## src/rtl/tcw_pkg.sv

```systemverilog
// Shared constants and types of the timer compare waveform generator
package tcw_pkg;

    // Register bus geometry
    localparam int          ADDR_W        = 8;

    // Register byte offsets
    localparam logic [7:0]  OFF_CTRL      = 8'h00;
    localparam logic [7:0]  OFF_COUNT     = 8'h04;
    localparam logic [7:0]  OFF_CMPA      = 8'h08;
    localparam logic [7:0]  OFF_CMPB      = 8'h0C;
    localparam logic [7:0]  OFF_FLAGS     = 8'h10;
    localparam logic [7:0]  OFF_FORCE     = 8'h14;

    // Control register field positions
    localparam int          CTRL_WGM_LSB  = 0;
    localparam int          CTRL_COMB_LSB = 4;
    localparam int          CTRL_COMA_LSB = 6;

    // Flag register bit positions, oc bits are read only
    localparam int          FLG_OVF       = 0;
    localparam int          FLG_CMPA      = 1;
    localparam int          FLG_CMPB      = 2;
    localparam int          FLG_OCA       = 4;
    localparam int          FLG_OCB       = 5;

    // Force strobe bit positions
    localparam int          FRC_A         = 0;
    localparam int          FRC_B         = 1;

    // Reset values
    localparam logic [7:0]  RST_COUNT     = 8'h00;
    localparam logic [7:0]  RST_CMP       = 8'h00;
    localparam logic [2:0]  RST_WGM       = 3'h0;
    localparam logic [1:0]  RST_COM       = 2'h0;
    localparam logic        RST_OC        = 1'b0;

    // Waveform mode select codes
    localparam logic [2:0]  WGM_NORMAL    = 3'h0;
    localparam logic [2:0]  WGM_CTC       = 3'h2;
    localparam logic [2:0]  WGM_FAST_MAX  = 3'h3;
    localparam logic [2:0]  WGM_FAST_CMPA = 3'h7;

    // Counter extremes
    localparam logic [7:0]  CNT_MAX       = 8'hFF;
    localparam logic [7:0]  CNT_BOTTOM    = 8'h00;

    // Output action select codes
    localparam logic [1:0]  COM_NONE      = 2'h0;
    localparam logic [1:0]  COM_TOGGLE    = 2'h1;
    localparam logic [1:0]  COM_CLEAR     = 2'h2;
    localparam logic [1:0]  COM_SET       = 2'h3;

    // Bus responses
    localparam logic [1:0]  RESP_OKAY     = 2'h0;
    localparam logic [1:0]  RESP_SLVERR   = 2'h2;

    // Counting behaviour classes
    typedef enum logic [1:0] {TCW_NORMAL, TCW_CTC, TCW_FAST} tcw_mode_t;

endpackage

```

## src/rtl/tcw_wavegen.sv

```systemverilog
// Timer counter with compare outputs behind an AXI4-Lite register slave
module tcw_wavegen
(
    // Clock and reset
    input  wire logic                        clk_sys,
    input  wire logic                        srst,
    // Timer clock enable from the clock select logic
    input  wire logic                        timer_clock_enable,
    // Port pin interface
    input  wire logic                        port_value_a,
    input  wire logic                        port_value_b,
    input  wire logic                        compare_pin_direction_a,
    input  wire logic                        compare_pin_direction_b,
    output logic                             output_a,
    output logic                             output_a_oe,
    output logic                             output_b,
    output logic                             output_b_oe,
    // AXI4-Lite write address
    input  wire logic                        s_axi_awvalid,
    output logic                             s_axi_awready,
    input  wire logic [tcw_pkg::ADDR_W-1:0]  s_axi_awaddr,
    // AXI4-Lite write data
    input  wire logic                        s_axi_wvalid,
    output logic                             s_axi_wready,
    input  wire logic [31:0]                 s_axi_wdata,
    input  wire logic [3:0]                  s_axi_wstrb,
    // AXI4-Lite write response
    output logic                             s_axi_bvalid,
    input  wire logic                        s_axi_bready,
    output logic [1:0]                       s_axi_bresp,
    // AXI4-Lite read address
    input  wire logic                        s_axi_arvalid,
    output logic                             s_axi_arready,
    input  wire logic [tcw_pkg::ADDR_W-1:0]  s_axi_araddr,
    // AXI4-Lite read data
    output logic                             s_axi_rvalid,
    input  wire logic                        s_axi_rready,
    output logic [31:0]                      s_axi_rdata,
    output logic [1:0]                       s_axi_rresp
);
    import tcw_pkg::*;

    typedef struct packed {
        logic [7:0]        counter_value, cmpa_buf, cmpb_buf, cmpa_act, cmpb_act;
        logic [2:0]        wgm;
        logic [1:0]        com_a, com_b;
        logic              overflow_flag, compare_flag_a, compare_flag_b, block;
        logic              aw_held, w_held;
        logic [ADDR_W-1:0] awaddr;
        logic [7:0]        wdata;
        logic              wstrb0;
        logic              bvalid;
        logic [1:0]        bresp;
        logic              rvalid;
        logic [31:0]       rdata;
        logic [1:0]        rresp;
    } tcw_state_t;

    tcw_state_t st_ff;
    tcw_state_t nxt_st;

    // Word address of a byte address
    function automatic logic [7:0] word_of(input logic [ADDR_W-1:0] addr);
        word_of = {addr[7:2], 2'b00};
    endfunction

    // Whether a byte address hits a register
    function automatic logic is_mapped(input logic [ADDR_W-1:0] addr);
        case (word_of(addr))
            OFF_CTRL, OFF_COUNT, OFF_CMPA, OFF_CMPB, OFF_FLAGS, OFF_FORCE:
                is_mapped = 1'b1;
            default:
                is_mapped = 1'b0;
        endcase
    endfunction

    // counting class from mode select only
    function automatic tcw_mode_t mode_of(input logic [2:0] wgm);
        case (wgm)
            WGM_CTC:                     mode_of = TCW_CTC;
            WGM_FAST_MAX, WGM_FAST_CMPA: mode_of = TCW_FAST;
            default:                     mode_of = TCW_NORMAL;
        endcase
    endfunction

    tcw_mode_t  mode;
    logic       tick, wr_fire, wr_en, wr_cnt, wr_force;
    logic [7:0] wr_word, cmpa_eff, cmpb_eff, top_val;
    logic       at_top, match_a, match_b, wrap_evt, ovf_set, oc_a, oc_b;

    assign tick = timer_clock_enable;
    assign mode = mode_of(st_ff.wgm);

    // Bus handshakes and decoded write strobes
    assign s_axi_awready = !st_ff.aw_held && !st_ff.bvalid;
    assign s_axi_wready  = !st_ff.w_held && !st_ff.bvalid;
    assign s_axi_arready = !st_ff.rvalid;
    assign wr_fire  = st_ff.aw_held && st_ff.w_held && !st_ff.bvalid;
    assign wr_en    = wr_fire && st_ff.wstrb0 && is_mapped(st_ff.awaddr);
    assign wr_word  = word_of(st_ff.awaddr);
    assign wr_cnt   = wr_en && (wr_word == OFF_COUNT);
    assign wr_force = wr_en && (wr_word == OFF_FORCE);

    // buffered compare only in fast PWM
    assign cmpa_eff = (mode == TCW_FAST) ? st_ff.cmpa_act : st_ff.cmpa_buf;
    assign cmpb_eff = (mode == TCW_FAST) ? st_ff.cmpb_act : st_ff.cmpb_buf;

    assign top_val = (st_ff.wgm == WGM_FAST_CMPA) ? cmpa_eff : CNT_MAX;

    // matches blocked after a counter write
    assign match_a = tick && (st_ff.counter_value == cmpa_eff) && !st_ff.block;
    assign match_b = tick && (st_ff.counter_value == cmpb_eff) && !st_ff.block;

    // CLEAR_ON_MATCH_MODE clears on compare A, fast PWM at TOP
    assign at_top = (mode == TCW_CTC) ? match_a :
                    ((mode == TCW_FAST) && (st_ff.counter_value == top_val));

    // wrap event from TOP to BOTTOM in fast PWM
    assign wrap_evt = tick && !wr_cnt && (mode == TCW_FAST) && at_top;

    // overflow on MAX to zero in CLEAR_ON_MATCH_MODE
    // overflow at TOP in fast PWM
    assign ovf_set = tick && !wr_cnt &&
                     ((mode == TCW_FAST) ? at_top : (st_ff.counter_value == CNT_MAX));

    // Next state of counter, flags, registers and bus
    always_comb
    begin
        logic [31:0] rd;
        rd = 32'h0000_0000;
        nxt_st = st_ff;

        // Capture write address and data in either order
        if (s_axi_awvalid && s_axi_awready)
        begin
            nxt_st.aw_held = 1'b1;
            nxt_st.awaddr  = s_axi_awaddr;
        end
        if (s_axi_wvalid && s_axi_wready)
        begin
            nxt_st.w_held = 1'b1;
            nxt_st.wdata  = s_axi_wdata[7:0];
            nxt_st.wstrb0 = s_axi_wstrb[0];
        end
        if (st_ff.bvalid && s_axi_bready)
            nxt_st.bvalid = 1'b0;
        if (wr_fire)
        begin
            nxt_st.aw_held = 1'b0;
            nxt_st.w_held  = 1'b0;
            nxt_st.bvalid  = 1'b1;
            nxt_st.bresp   = is_mapped(st_ff.awaddr) ? RESP_OKAY : RESP_SLVERR;
        end

        // Register writes; action select takes effect at once
        // action select unbuffered
        if (wr_en && wr_word == OFF_CTRL)
        begin
            nxt_st.wgm   = st_ff.wdata[CTRL_WGM_LSB +: 3];
            nxt_st.com_b = st_ff.wdata[CTRL_COMB_LSB +: 2];
            nxt_st.com_a = st_ff.wdata[CTRL_COMA_LSB +: 2];
        end
        if (wr_en && wr_word == OFF_CMPA)
            nxt_st.cmpa_buf = st_ff.wdata;
        if (wr_en && wr_word == OFF_CMPB)
            nxt_st.cmpb_buf = st_ff.wdata;

        // active compare loads at the wrap in fast PWM
        if (mode != TCW_FAST || wrap_evt)
        begin
            nxt_st.cmpa_act = st_ff.cmpa_buf;
            nxt_st.cmpb_act = st_ff.cmpb_buf;
        end

        // software write beats count and clear
        if (wr_cnt)
            nxt_st.counter_value = st_ff.wdata;
        // counting only on timer clock enable
        else if (tick)
        begin
            if (at_top)
                nxt_st.counter_value = CNT_BOTTOM;
            else
                nxt_st.counter_value = 8'(st_ff.counter_value + 8'h01);
        end

        // block the next timer cycle after a counter write
        if (wr_cnt)
            nxt_st.block = 1'b1;
        else if (tick)
            nxt_st.block = 1'b0;

        // flags set by hardware win over write-one clear
        if (wr_en && wr_word == OFF_FLAGS)
        begin
            if (st_ff.wdata[FLG_OVF])
                nxt_st.overflow_flag = 1'b0;
            if (st_ff.wdata[FLG_CMPA])
                nxt_st.compare_flag_a = 1'b0;
            if (st_ff.wdata[FLG_CMPB])
                nxt_st.compare_flag_b = 1'b0;
        end
        if (ovf_set)
            nxt_st.overflow_flag = 1'b1;
        if (match_a)
            nxt_st.compare_flag_a = 1'b1;
        if (match_b)
            nxt_st.compare_flag_b = 1'b1;

        // Read data mux, unused bits read zero
        case (word_of(s_axi_araddr))
            OFF_CTRL:
            begin
                rd[CTRL_WGM_LSB +: 3]  = st_ff.wgm;
                rd[CTRL_COMB_LSB +: 2] = st_ff.com_b;
                rd[CTRL_COMA_LSB +: 2] = st_ff.com_a;
            end
            OFF_COUNT: rd[7:0] = st_ff.counter_value;
            OFF_CMPA:  rd[7:0] = st_ff.cmpa_buf;
            OFF_CMPB:  rd[7:0] = st_ff.cmpb_buf;
            OFF_FLAGS:
            begin
                rd[FLG_OVF]  = st_ff.overflow_flag;
                rd[FLG_CMPA] = st_ff.compare_flag_a;
                rd[FLG_CMPB] = st_ff.compare_flag_b;
                rd[FLG_OCA]  = oc_a;
                rd[FLG_OCB]  = oc_b;
            end
            default:   rd = 32'h0000_0000;
        endcase
        if (st_ff.rvalid && s_axi_rready)
            nxt_st.rvalid = 1'b0;
        if (s_axi_arvalid && s_axi_arready)
        begin
            nxt_st.rvalid = 1'b1;
            nxt_st.rdata  = rd;
            nxt_st.rresp  = is_mapped(s_axi_araddr) ? RESP_OKAY : RESP_SLVERR;
        end
    end

    // State register with synchronous reset
    always_ff @(posedge clk_sys)
    begin
        if (srst)
        begin
            st_ff               <= '0;
            st_ff.counter_value <= RST_COUNT;
            st_ff.cmpa_buf      <= RST_CMP;
            st_ff.cmpb_buf      <= RST_CMP;
            st_ff.cmpa_act      <= RST_CMP;
            st_ff.cmpb_act      <= RST_CMP;
            st_ff.wgm           <= RST_WGM;
            st_ff.com_a         <= RST_COM;
            st_ff.com_b         <= RST_COM;
        end
        else
            st_ff <= nxt_st;
    end

    // Output state units; force skips flags and counter
    // force only reaches output state
    // output state independent of mode changes
    tcw_oc_unit u_oc_a
    (
        .clk_sys    (clk_sys),
        .srst       (srst),
        .pwm_mode   (mode == TCW_FAST),
        .com        (st_ff.com_a),
        .toggle_ok  (st_ff.wgm[2]),
        .match      (match_a),
        .bottom_evt (wrap_evt),
        .force_cmp  (wr_force && st_ff.wdata[FRC_A]),
        .oc_state   (oc_a)
    );

    // channel B never toggles in fast PWM
    tcw_oc_unit u_oc_b
    (
        .clk_sys    (clk_sys),
        .srst       (srst),
        .pwm_mode   (mode == TCW_FAST),
        .com        (st_ff.com_b),
        .toggle_ok  (1'b0),
        .match      (match_b),
        .bottom_evt (wrap_evt),
        .force_cmp  (wr_force && st_ff.wdata[FRC_B]),
        .oc_state   (oc_b)
    );

    // pin override by nonzero action select
    assign output_a    = (st_ff.com_a != COM_NONE) ? oc_a : port_value_a;
    assign output_b    = (st_ff.com_b != COM_NONE) ? oc_b : port_value_b;
    assign output_a_oe = compare_pin_direction_a;
    assign output_b_oe = compare_pin_direction_b;

    // Bus outputs from the state register
    assign s_axi_bvalid = st_ff.bvalid;
    assign s_axi_bresp  = st_ff.bresp;
    assign s_axi_rvalid = st_ff.rvalid;
    assign s_axi_rdata  = st_ff.rdata;
    assign s_axi_rresp  = st_ff.rresp;
endmodule // tcw_wavegen

```

## src/rtl/tcw_oc_unit.sv

```systemverilog
// Compare output state of one channel
module tcw_oc_unit
(
    // Clock and reset
    input  wire logic        clk_sys,
    input  wire logic        srst,
    // Mode and action
    input  wire logic        pwm_mode,
    input  wire logic [1:0]  com,
    input  wire logic        toggle_ok,
    // Events
    input  wire logic        match,
    input  wire logic        bottom_evt,
    input  wire logic        force_cmp,
    // State
    output logic             oc_state
);
    import tcw_pkg::*;

    typedef struct packed {
        logic oc;
    } tcw_oc_state_t;

    tcw_oc_state_t st_ff;
    tcw_oc_state_t nxt_st;

    // Next output state from action select and events
    always_comb
    begin
        nxt_st = st_ff;
        if (!pwm_mode)
        begin
            if (match || force_cmp)
            begin
                case (com)
                    COM_TOGGLE: nxt_st.oc = ~st_ff.oc;
                    COM_CLEAR:  nxt_st.oc = 1'b0;
                    COM_SET:    nxt_st.oc = 1'b1;
                    default:    nxt_st.oc = st_ff.oc;
                endcase
            end
        end
        else
        begin
            case (com)
                COM_TOGGLE:
                    if (match && toggle_ok)
                        nxt_st.oc = ~st_ff.oc;
                COM_CLEAR:
                    if (bottom_evt)
                        nxt_st.oc = 1'b1;
                    else if (match)
                        nxt_st.oc = 1'b0;
                COM_SET:
                    if (bottom_evt)
                        nxt_st.oc = 1'b0;
                    else if (match)
                        nxt_st.oc = 1'b1;
                default:
                    nxt_st.oc = st_ff.oc;
            endcase
        end
    end

    // State register, cleared by reset
    always_ff @(posedge clk_sys)
    begin
        if (srst)
            st_ff.oc <= RST_OC;
        else
            st_ff <= nxt_st;
    end

    assign oc_state = st_ff.oc;
endmodule // tcw_oc_unit

```

## config.mk

```make
export PLATFORM = sky130hd
export DESIGN_NAME = tcw_wavegen
export DESIGN_NICKNAME = d
export VERILOG_FILES = /design/src/rtl/tcw_pkg.sv /design/src/rtl/tcw_wavegen.sv /design/src/rtl/tcw_oc_unit.sv
export SDC_FILE = /design/constraint.sdc
export NUM_CORES = 1
export LEC_CHECK = 0
export ABC_AREA = 0
export BUFFER_PORTS_ARGS = -buffer_cell sky130_fd_sc_hd__buf_2
export CORE_ASPECT_RATIO = 0.6
export CORE_MARGIN = 2
export CORE_UTILIZATION = 59
export CTS_CLUSTER_DIAMETER = 150
export CTS_CLUSTER_SIZE = 40
export DETAILED_ROUTE_END_ITERATION = 7
export PLACE_DENSITY = 0.86
export SETUP_SLACK_MARGIN = 0.2
export SLEW_MARGIN = 5
export SYNTH_ARGS = -nofsm -noshare
export SYNTH_HDL_FRONTEND = slang
export SYNTH_SLANG_ARGS = --single-unit
export TNS_END_PERCENT = 10
```

## constraint.sdc

```tcl
create_clock -name clk_sys -period 6.8 [get_ports clk_sys]
set_clock_uncertainty 0.15 [all_clocks]
set_input_delay 1.36 -clock clk_sys [delete_from_list [all_inputs] [get_ports clk_sys]]
set_output_delay 1.36 -clock clk_sys [all_outputs]
set_load 0.005 [all_outputs]
```

Word level (Yosys, flattened, before mapping):

Index checks and enable logic that the tools add are counted.

* memories: 0
* flip-flop bits (word level): 86
* bits of input ports: 64
* bits in latches: 0
* RAM bits: 0
* logic and storage cells: 176
* output and inout port bits: 45
* ROM bits: 0

* shift-type cells: 0
* equality and inequality tests: 34
* $lt $le $gt $ge: 0
* multipliers: 0
* reductions and logical operators: 64
* muxes and demuxes: 51
* add/sub/neg operators: 1
* divide/modulo/power cells: 0
* bitwise logic cells: 2

Operators with widths (number)
* $mux W8: 6
* $mux W35: 1
* $mux W1: 31
* $logic_and A1 B1 Y1: 29
* $reduce_bool A2 Y1: 13
* $eq A6 B2 Y1 const B: 4
* $eq A6 B3 Y1 const B: 4
* $eq A8 B8 Y1: 3
* $ne A4 B4 Y1 const B: 4
* $pmux W3 S5: 1
* $eq A6 B1 Y1 const B: 2
* $logic_not A6 Y1: 2
* $pmux W1 S3: 4
* $reduce_or A6 Y1: 2
* $eq A2 B2 Y1 const B: 5
* $pmux W2 S5: 1
* $add A8 B1 Y8 const B: 1
* $eq A8 B8 Y1 const B: 1
* $logic_not A8 Y1: 1
* $ne A4 B3 Y1 const B: 2
* $pmux W2 S4: 1
* $eq A2 B1 Y1 const B: 3
* $eq A3 B2 Y1 const B: 2
* $logic_not A1 Y1: 6
* other kinds (15): 23

Depth between registers and ports, before layout:

* depth in word-level cells: 13
* gate-level depth with buffers: 10
* mapped depth without buffers: 9

Hierarchy:

From an unflattened synthesis, not the netlist that was laid out.

* cell total of the unflattened synthesis: 570
* area total of the unflattened synthesis: 4717.0 sq um

Modules (own cells, without submodules)
* tcw_wavegen: instances 1, seq. area each 1601.5 sq um, area each 4516.8 sq um, cells an instance 546
* tcw_oc_unit: instances 2, seq. area each 20.0 sq um, area each 100.1 sq um, cells an instance 12

Least setup slack after synthesis:

No wires, ideal clock.

* kind: input -> output
* start point: input port port_value_a
* end point: output port output_a
* required time: 5.290 ns
* setup slack: 3.675 ns
* cell stages on the path: 1
* path buffers: 0
* data arrival time: 1.615 ns
* path through: mux2_2

* longest elaborated chain between the ends: 1

RTL lines
* start, declared: RTL line tcw_wavegen.sv:10 `input wire logic port_value_a,`
* $mux W1: RTL line tcw_wavegen.sv:291 `assign output_a = (st_ff.com_a != COM_NONE) ? oc_a : port_value_a;`
* end, declared: RTL line tcw_wavegen.sv:14 `output logic output_a,`

No other way between the ends.

Worst setup path in the final report:

* start point: register st_ff[65] (netlist bit)
* end point: register st_ff[81] (netlist bit)

* longest elaborated chain between the ends: 11
* elaborated cells on any way between the ends: 19
* those cells by class: 8 x eq/ne; 4 x mux; 7 x reduce/logical

RTL lines
* start, declared: RTL line tcw_wavegen.sv:59 `tcw_state_t st_ff;`
* start signal, assigned: RTL line tcw_wavegen.sv:257 `st_ff <= nxt_st;`
* $eq A3 B3 Y1 or $eq A3 B2 Y1 (tied branches): RTL line tcw_wavegen.sv:79, tcw_wavegen.sv:108
* $reduce_or A2 Y1: RTL line tcw_wavegen.sv:79 `case (wgm)`
* $pmux W2 S2: RTL line tcw_wavegen.sv:79
* $eq A2 B2 Y1: RTL line tcw_wavegen.sv:105, tcw_wavegen.sv:116, tcw_wavegen.sv:119
* $mux W8: RTL line tcw_wavegen.sv:105 `assign cmpa_eff = (mode == TCW_FAST) ? st_ff.cmpa_act : st_ff.cmpa_buf;`
* $mux W8 or $eq A8 B8 Y1 (tied branches): RTL line tcw_wavegen.sv:108, tcw_wavegen.sv:111
* $eq A8 B8 Y1 or $logic_and A1 B1 Y1 (tied branches): RTL line tcw_wavegen.sv:116, tcw_wavegen.sv:111
* $logic_and A1 B1 Y1, on equally long branches: RTL line tcw_wavegen.sv:116, tcw_wavegen.sv:111
* $mux W1: RTL line tcw_wavegen.sv:115 `assign at_top = (mode == TCW_CTC) ? match_a :`
* $logic_and A1 B1 Y1: RTL line tcw_wavegen.sv:119 `assign wrap_evt = tick && !wr_cnt && (mode == TCW_FAST) && at_top;`
* $logic_or A1 B1 Y1 *: RTL line tcw_wavegen.sv:169 `if (mode != TCW_FAST || wrap_evt)`

Mark *: on every way between the ends. The rest lies on a longest branch, timed or not.
A chain may end at the register's enable or synchronous reset.

==> results.py <==
metrics = {
    "worst_setup_path": {
        "crit_fanout": 22,
        "worstReg2RegStart": "st_ff[65]",
        "worst_ep_required_time_ns": 6.85,
        "r2r_slack_ns": 2.95,
        "crit_end": "st_ff[81]",
        "arrival_ns": 3.90,
        "cpPeakStageDelay_ns": 0.86,
        "startpoint_type": "flop",
        "rr_worst_depth": 7,
        "r2r_end": "st_ff[81]",
        "path_cells": "and2_1 > o21ai_0 > a2111o_1 > nor4_4 > nand2b_1 > mux2i_1 > nor2_1",
        "cp-startpoint": "st_ff[65]",
        "cp-end-kind": "flop",
        "path_class": "flop to flop",
        "slowest_stage": "nand2b_1",
    },
    "drt": {
        "drc": 0,
        "wl_per_cell_um": 18.6,
        "vias_per_cell": 6.11,
        "antenna_left": 0,
        "drt-initial-drc-count": 431,
        "drtPass1Iterations": 6,
        "via_count": 4281,
        "wl_um": 13000,
    },
    "grt": {
        "grt_pass1_wl_um": 20400,
        "grt_pass1_vias": 3843,
        "grt_max_degree": 83,
        "antenna_found_initial": 0,
        "gr-total-overflow": 0,
        "groute.usage.overall_pct": 30.8,
    },
    "timing": {
        "rsz0062_at_grt": "no",
        "max_freq_ghz": 0.260,
        "setup_tns_ns": 0,
        "slew-limit-headroom_pct": 26.0,
        "setup_viol": 0,
        "finalCritPeriodShare_pct": 56.6,
        "fin_crit_ns": 3.85,
        "final-max-slew-violation-count": 0,
        "hold_violations": 0,
        "tightest_slew_ns": 1.10,
    },
    "cells_and_area": {
        "nets": 657,
        "fin_util_pct": 65.3,
        "area_growth_pct": 7.96,
        "n_antenna_cell": 0,
        "layout-drive-gt1-share_pct": 13.7,
    },
    "logic_synthesis": {
        "synth-main-ff-cell": "dfxtp_1",
        "synth_most_common_cell": "nor2_1",
        "synth_common_cells": "nor2_1, dfxtp_1, mux2i_1, nand2_1, buf_4",
        "synth_top_area_share_pct": 34.7,
        "async_flop_share_pct": 0,
        "yosysUniqueCellTypes": 60,
        "syn_area_per_cell_um2": 8.22,
        "yosys-top-cells-area": "dfxtp_1, mux2i_1, nor2_1",
        "syn_inst": 576,
        "ys_ff_latch": 82,
        "yosysWarnings": 0,
        "synth-edff-count": 0,
        "synth_top_cell_by_area": "dfxtp_1",
        "netlist_area_mm2": 0.00473,
        "ys_seq_area_share_pct": 34.7,
    },
    "cts": {
        "clk_path_buf_depth": 2,
        "cts_hold_buffers": 0,
        "cts_buffers": 9,
        "clkTransAtPathRegs_ns": 0.06,
        "tritoncts": "yes",
        "root_buffer": "clkbuf_16",
        "htreeDepth": 3,
        "post_cts_resized": 0,
        "insertion_delay_ns": 0.34,
        "cts_setup_buffers": 0,
        "clock_sinks": 82,
    },
    "outcome": {
        "status": "finished clean",
    },
    "die": {
        "initial_core_util_pct": 60.5,
        "core-area_mm2": 0.00782,
        "rows": 25,
        "dieArea_mm2": 0.00878,
        "die_y_um": 73.4,
        "ios": 109,
        "die_w_um": 120,
    },
    "power_and_ir_drop": {
        "ir_drop_uv": 211,
        "powerDensity_mw_per_mm2": 229,
        "p_leak_nw": 2.06,
    },
    "place": {
        "io_buffers": 47,
        "hpwlAfterDp_um": 9340,
        "gp_congestion": 0.970,
    },
    "min_path": {
        "worstHoldPathType": "flop to flop",
    },
    "run": {
        "cap_viol_max_count": 0,
    },
}
-- state kept, by name, indices dropped and copies added, names as in the netlist --
signal / count
s_axi_rdata: 8
s_axi_bvalid: 1
st_ff: 68
s_axi_bresp: 1
u_oc_b.oc_state: 1
s_axi_rvalid: 1
s_axi_rresp: 1
u_oc_a.oc_state: 1
-- report_power, final --
| group | switching [mW] | total, mW | internal, mW |
|---|---|---|---|
| combinational | 0.0529 | 0.0852 | 0.0323 |
| clock | 0.202 | 0.572 | 0.370 |
| sequential | 0.0198 | 0.514 | 0.494 |
-- layout make-up --
class | count | area, µm²
multi-input cells | 422 | 2640
clock buffers | 10 | 239
well taps | 108 | 135
repair buffers | 49 | 250
fillers | 659 | 2710
clock inverters | 6 | 113
inverters | 24 | 90.1
flip-flops and latches | 82 | 1640
-- logic make-up (layout without fill, tap and decap cells) --
logic type	after synthesis	count (layout)	share of synthesized area (%)
AO/OA/AOI/OAI	110	110	15.8
XOR/XNOR	16	16	2.96
adder cells (fa/ha/maj)	5	5	1.32
buffers and inverters	97	89	11.6
flip-flops	82	82	34.7
multiplexers	56	56	12.5
other	1	26	0.0792
AND/OR/NAND/NOR	209	209	21.0
-- per-stage QoR --
| step | setup slack (ns) | cells | hold slack, ns | total power [mW] | area (µm²) |
|---|---|---|---|---|---|
| floorplan | 3.68 | 601 | 0.287 | 0.589 | 4830 |
| global placement | 3.09 | 685 | 0.293 | 0.602 | 4760 |
| detailed placement | 3.03 | 685 | 0.313 | 0.606 | 4760 |
| CTS | 3.09 | 701 | 0.322 | 1.17 | 5110 |
| global route | 2.81 | 701 | 0.356 | 1.20 | 5110 |
| finish | 2.95 | 701 | 0.331 | 1.17 | 5110 |
-- metal layers --
metal	part of all wire (%)	global-route usage, %
met5	0	0
met4	1.9	11.0
met3	13	8.93
met2	42	45.2
met1	43	43.4
-- cells in the final DEF (no fill, tap or decap), types with 3 or more instances in the layout --
cell type and n:
a21oi_1 34, clkbuf_16 9, a22oi_1 3, and2_1 5, o22ai_1 4, a221oi_1 10
bufinv_16 3, nand4_1 5, o21ai_0 15, nor3_1 12, o221ai_1 3, nand3_1 15
nand2_1 41, nor2_1 93, a31oi_1 13, a211oi_1 13, mux2_2 5, xnor2_1 12
xor2_1 4, nand2b_1 8, conb_1 26, nor2b_1 6, inv_1 23, mux2i_1 48
nor3b_1 3, buf_2 47, dfxtp_1 82, ha_1 5, and3_1 3
-- critical path, delay by kind of cell, from the launching register on --
kind / cells / cell delay (ns)
simple gates: 4 / 2.23
compound gates: 2 / 0.61
flops: 1 / 0.41
mux: 1 / 0.30
-- worst min-delay path by stage --
stage / slack, ns / cells after the start / to / start
2_1_floorplan: 0.29 / 2 / st_ff[57] / st_ff[57]
3_3_place_gp: 0.29 / 2 / st_ff[57] / st_ff[57]
3_5_place_dp: 0.31 / 2 / st_ff[57] / st_ff[57]
4_1_cts: 0.32 / 2 / st_ff[57] / st_ff[57]
5_1_grt: 0.36 / 2 / st_ff[57] / st_ff[57]
6_report: 0.33 / 2 / st_ff[57] / st_ff[57]
No activity file was read; power rests on OpenSTA's default activity.
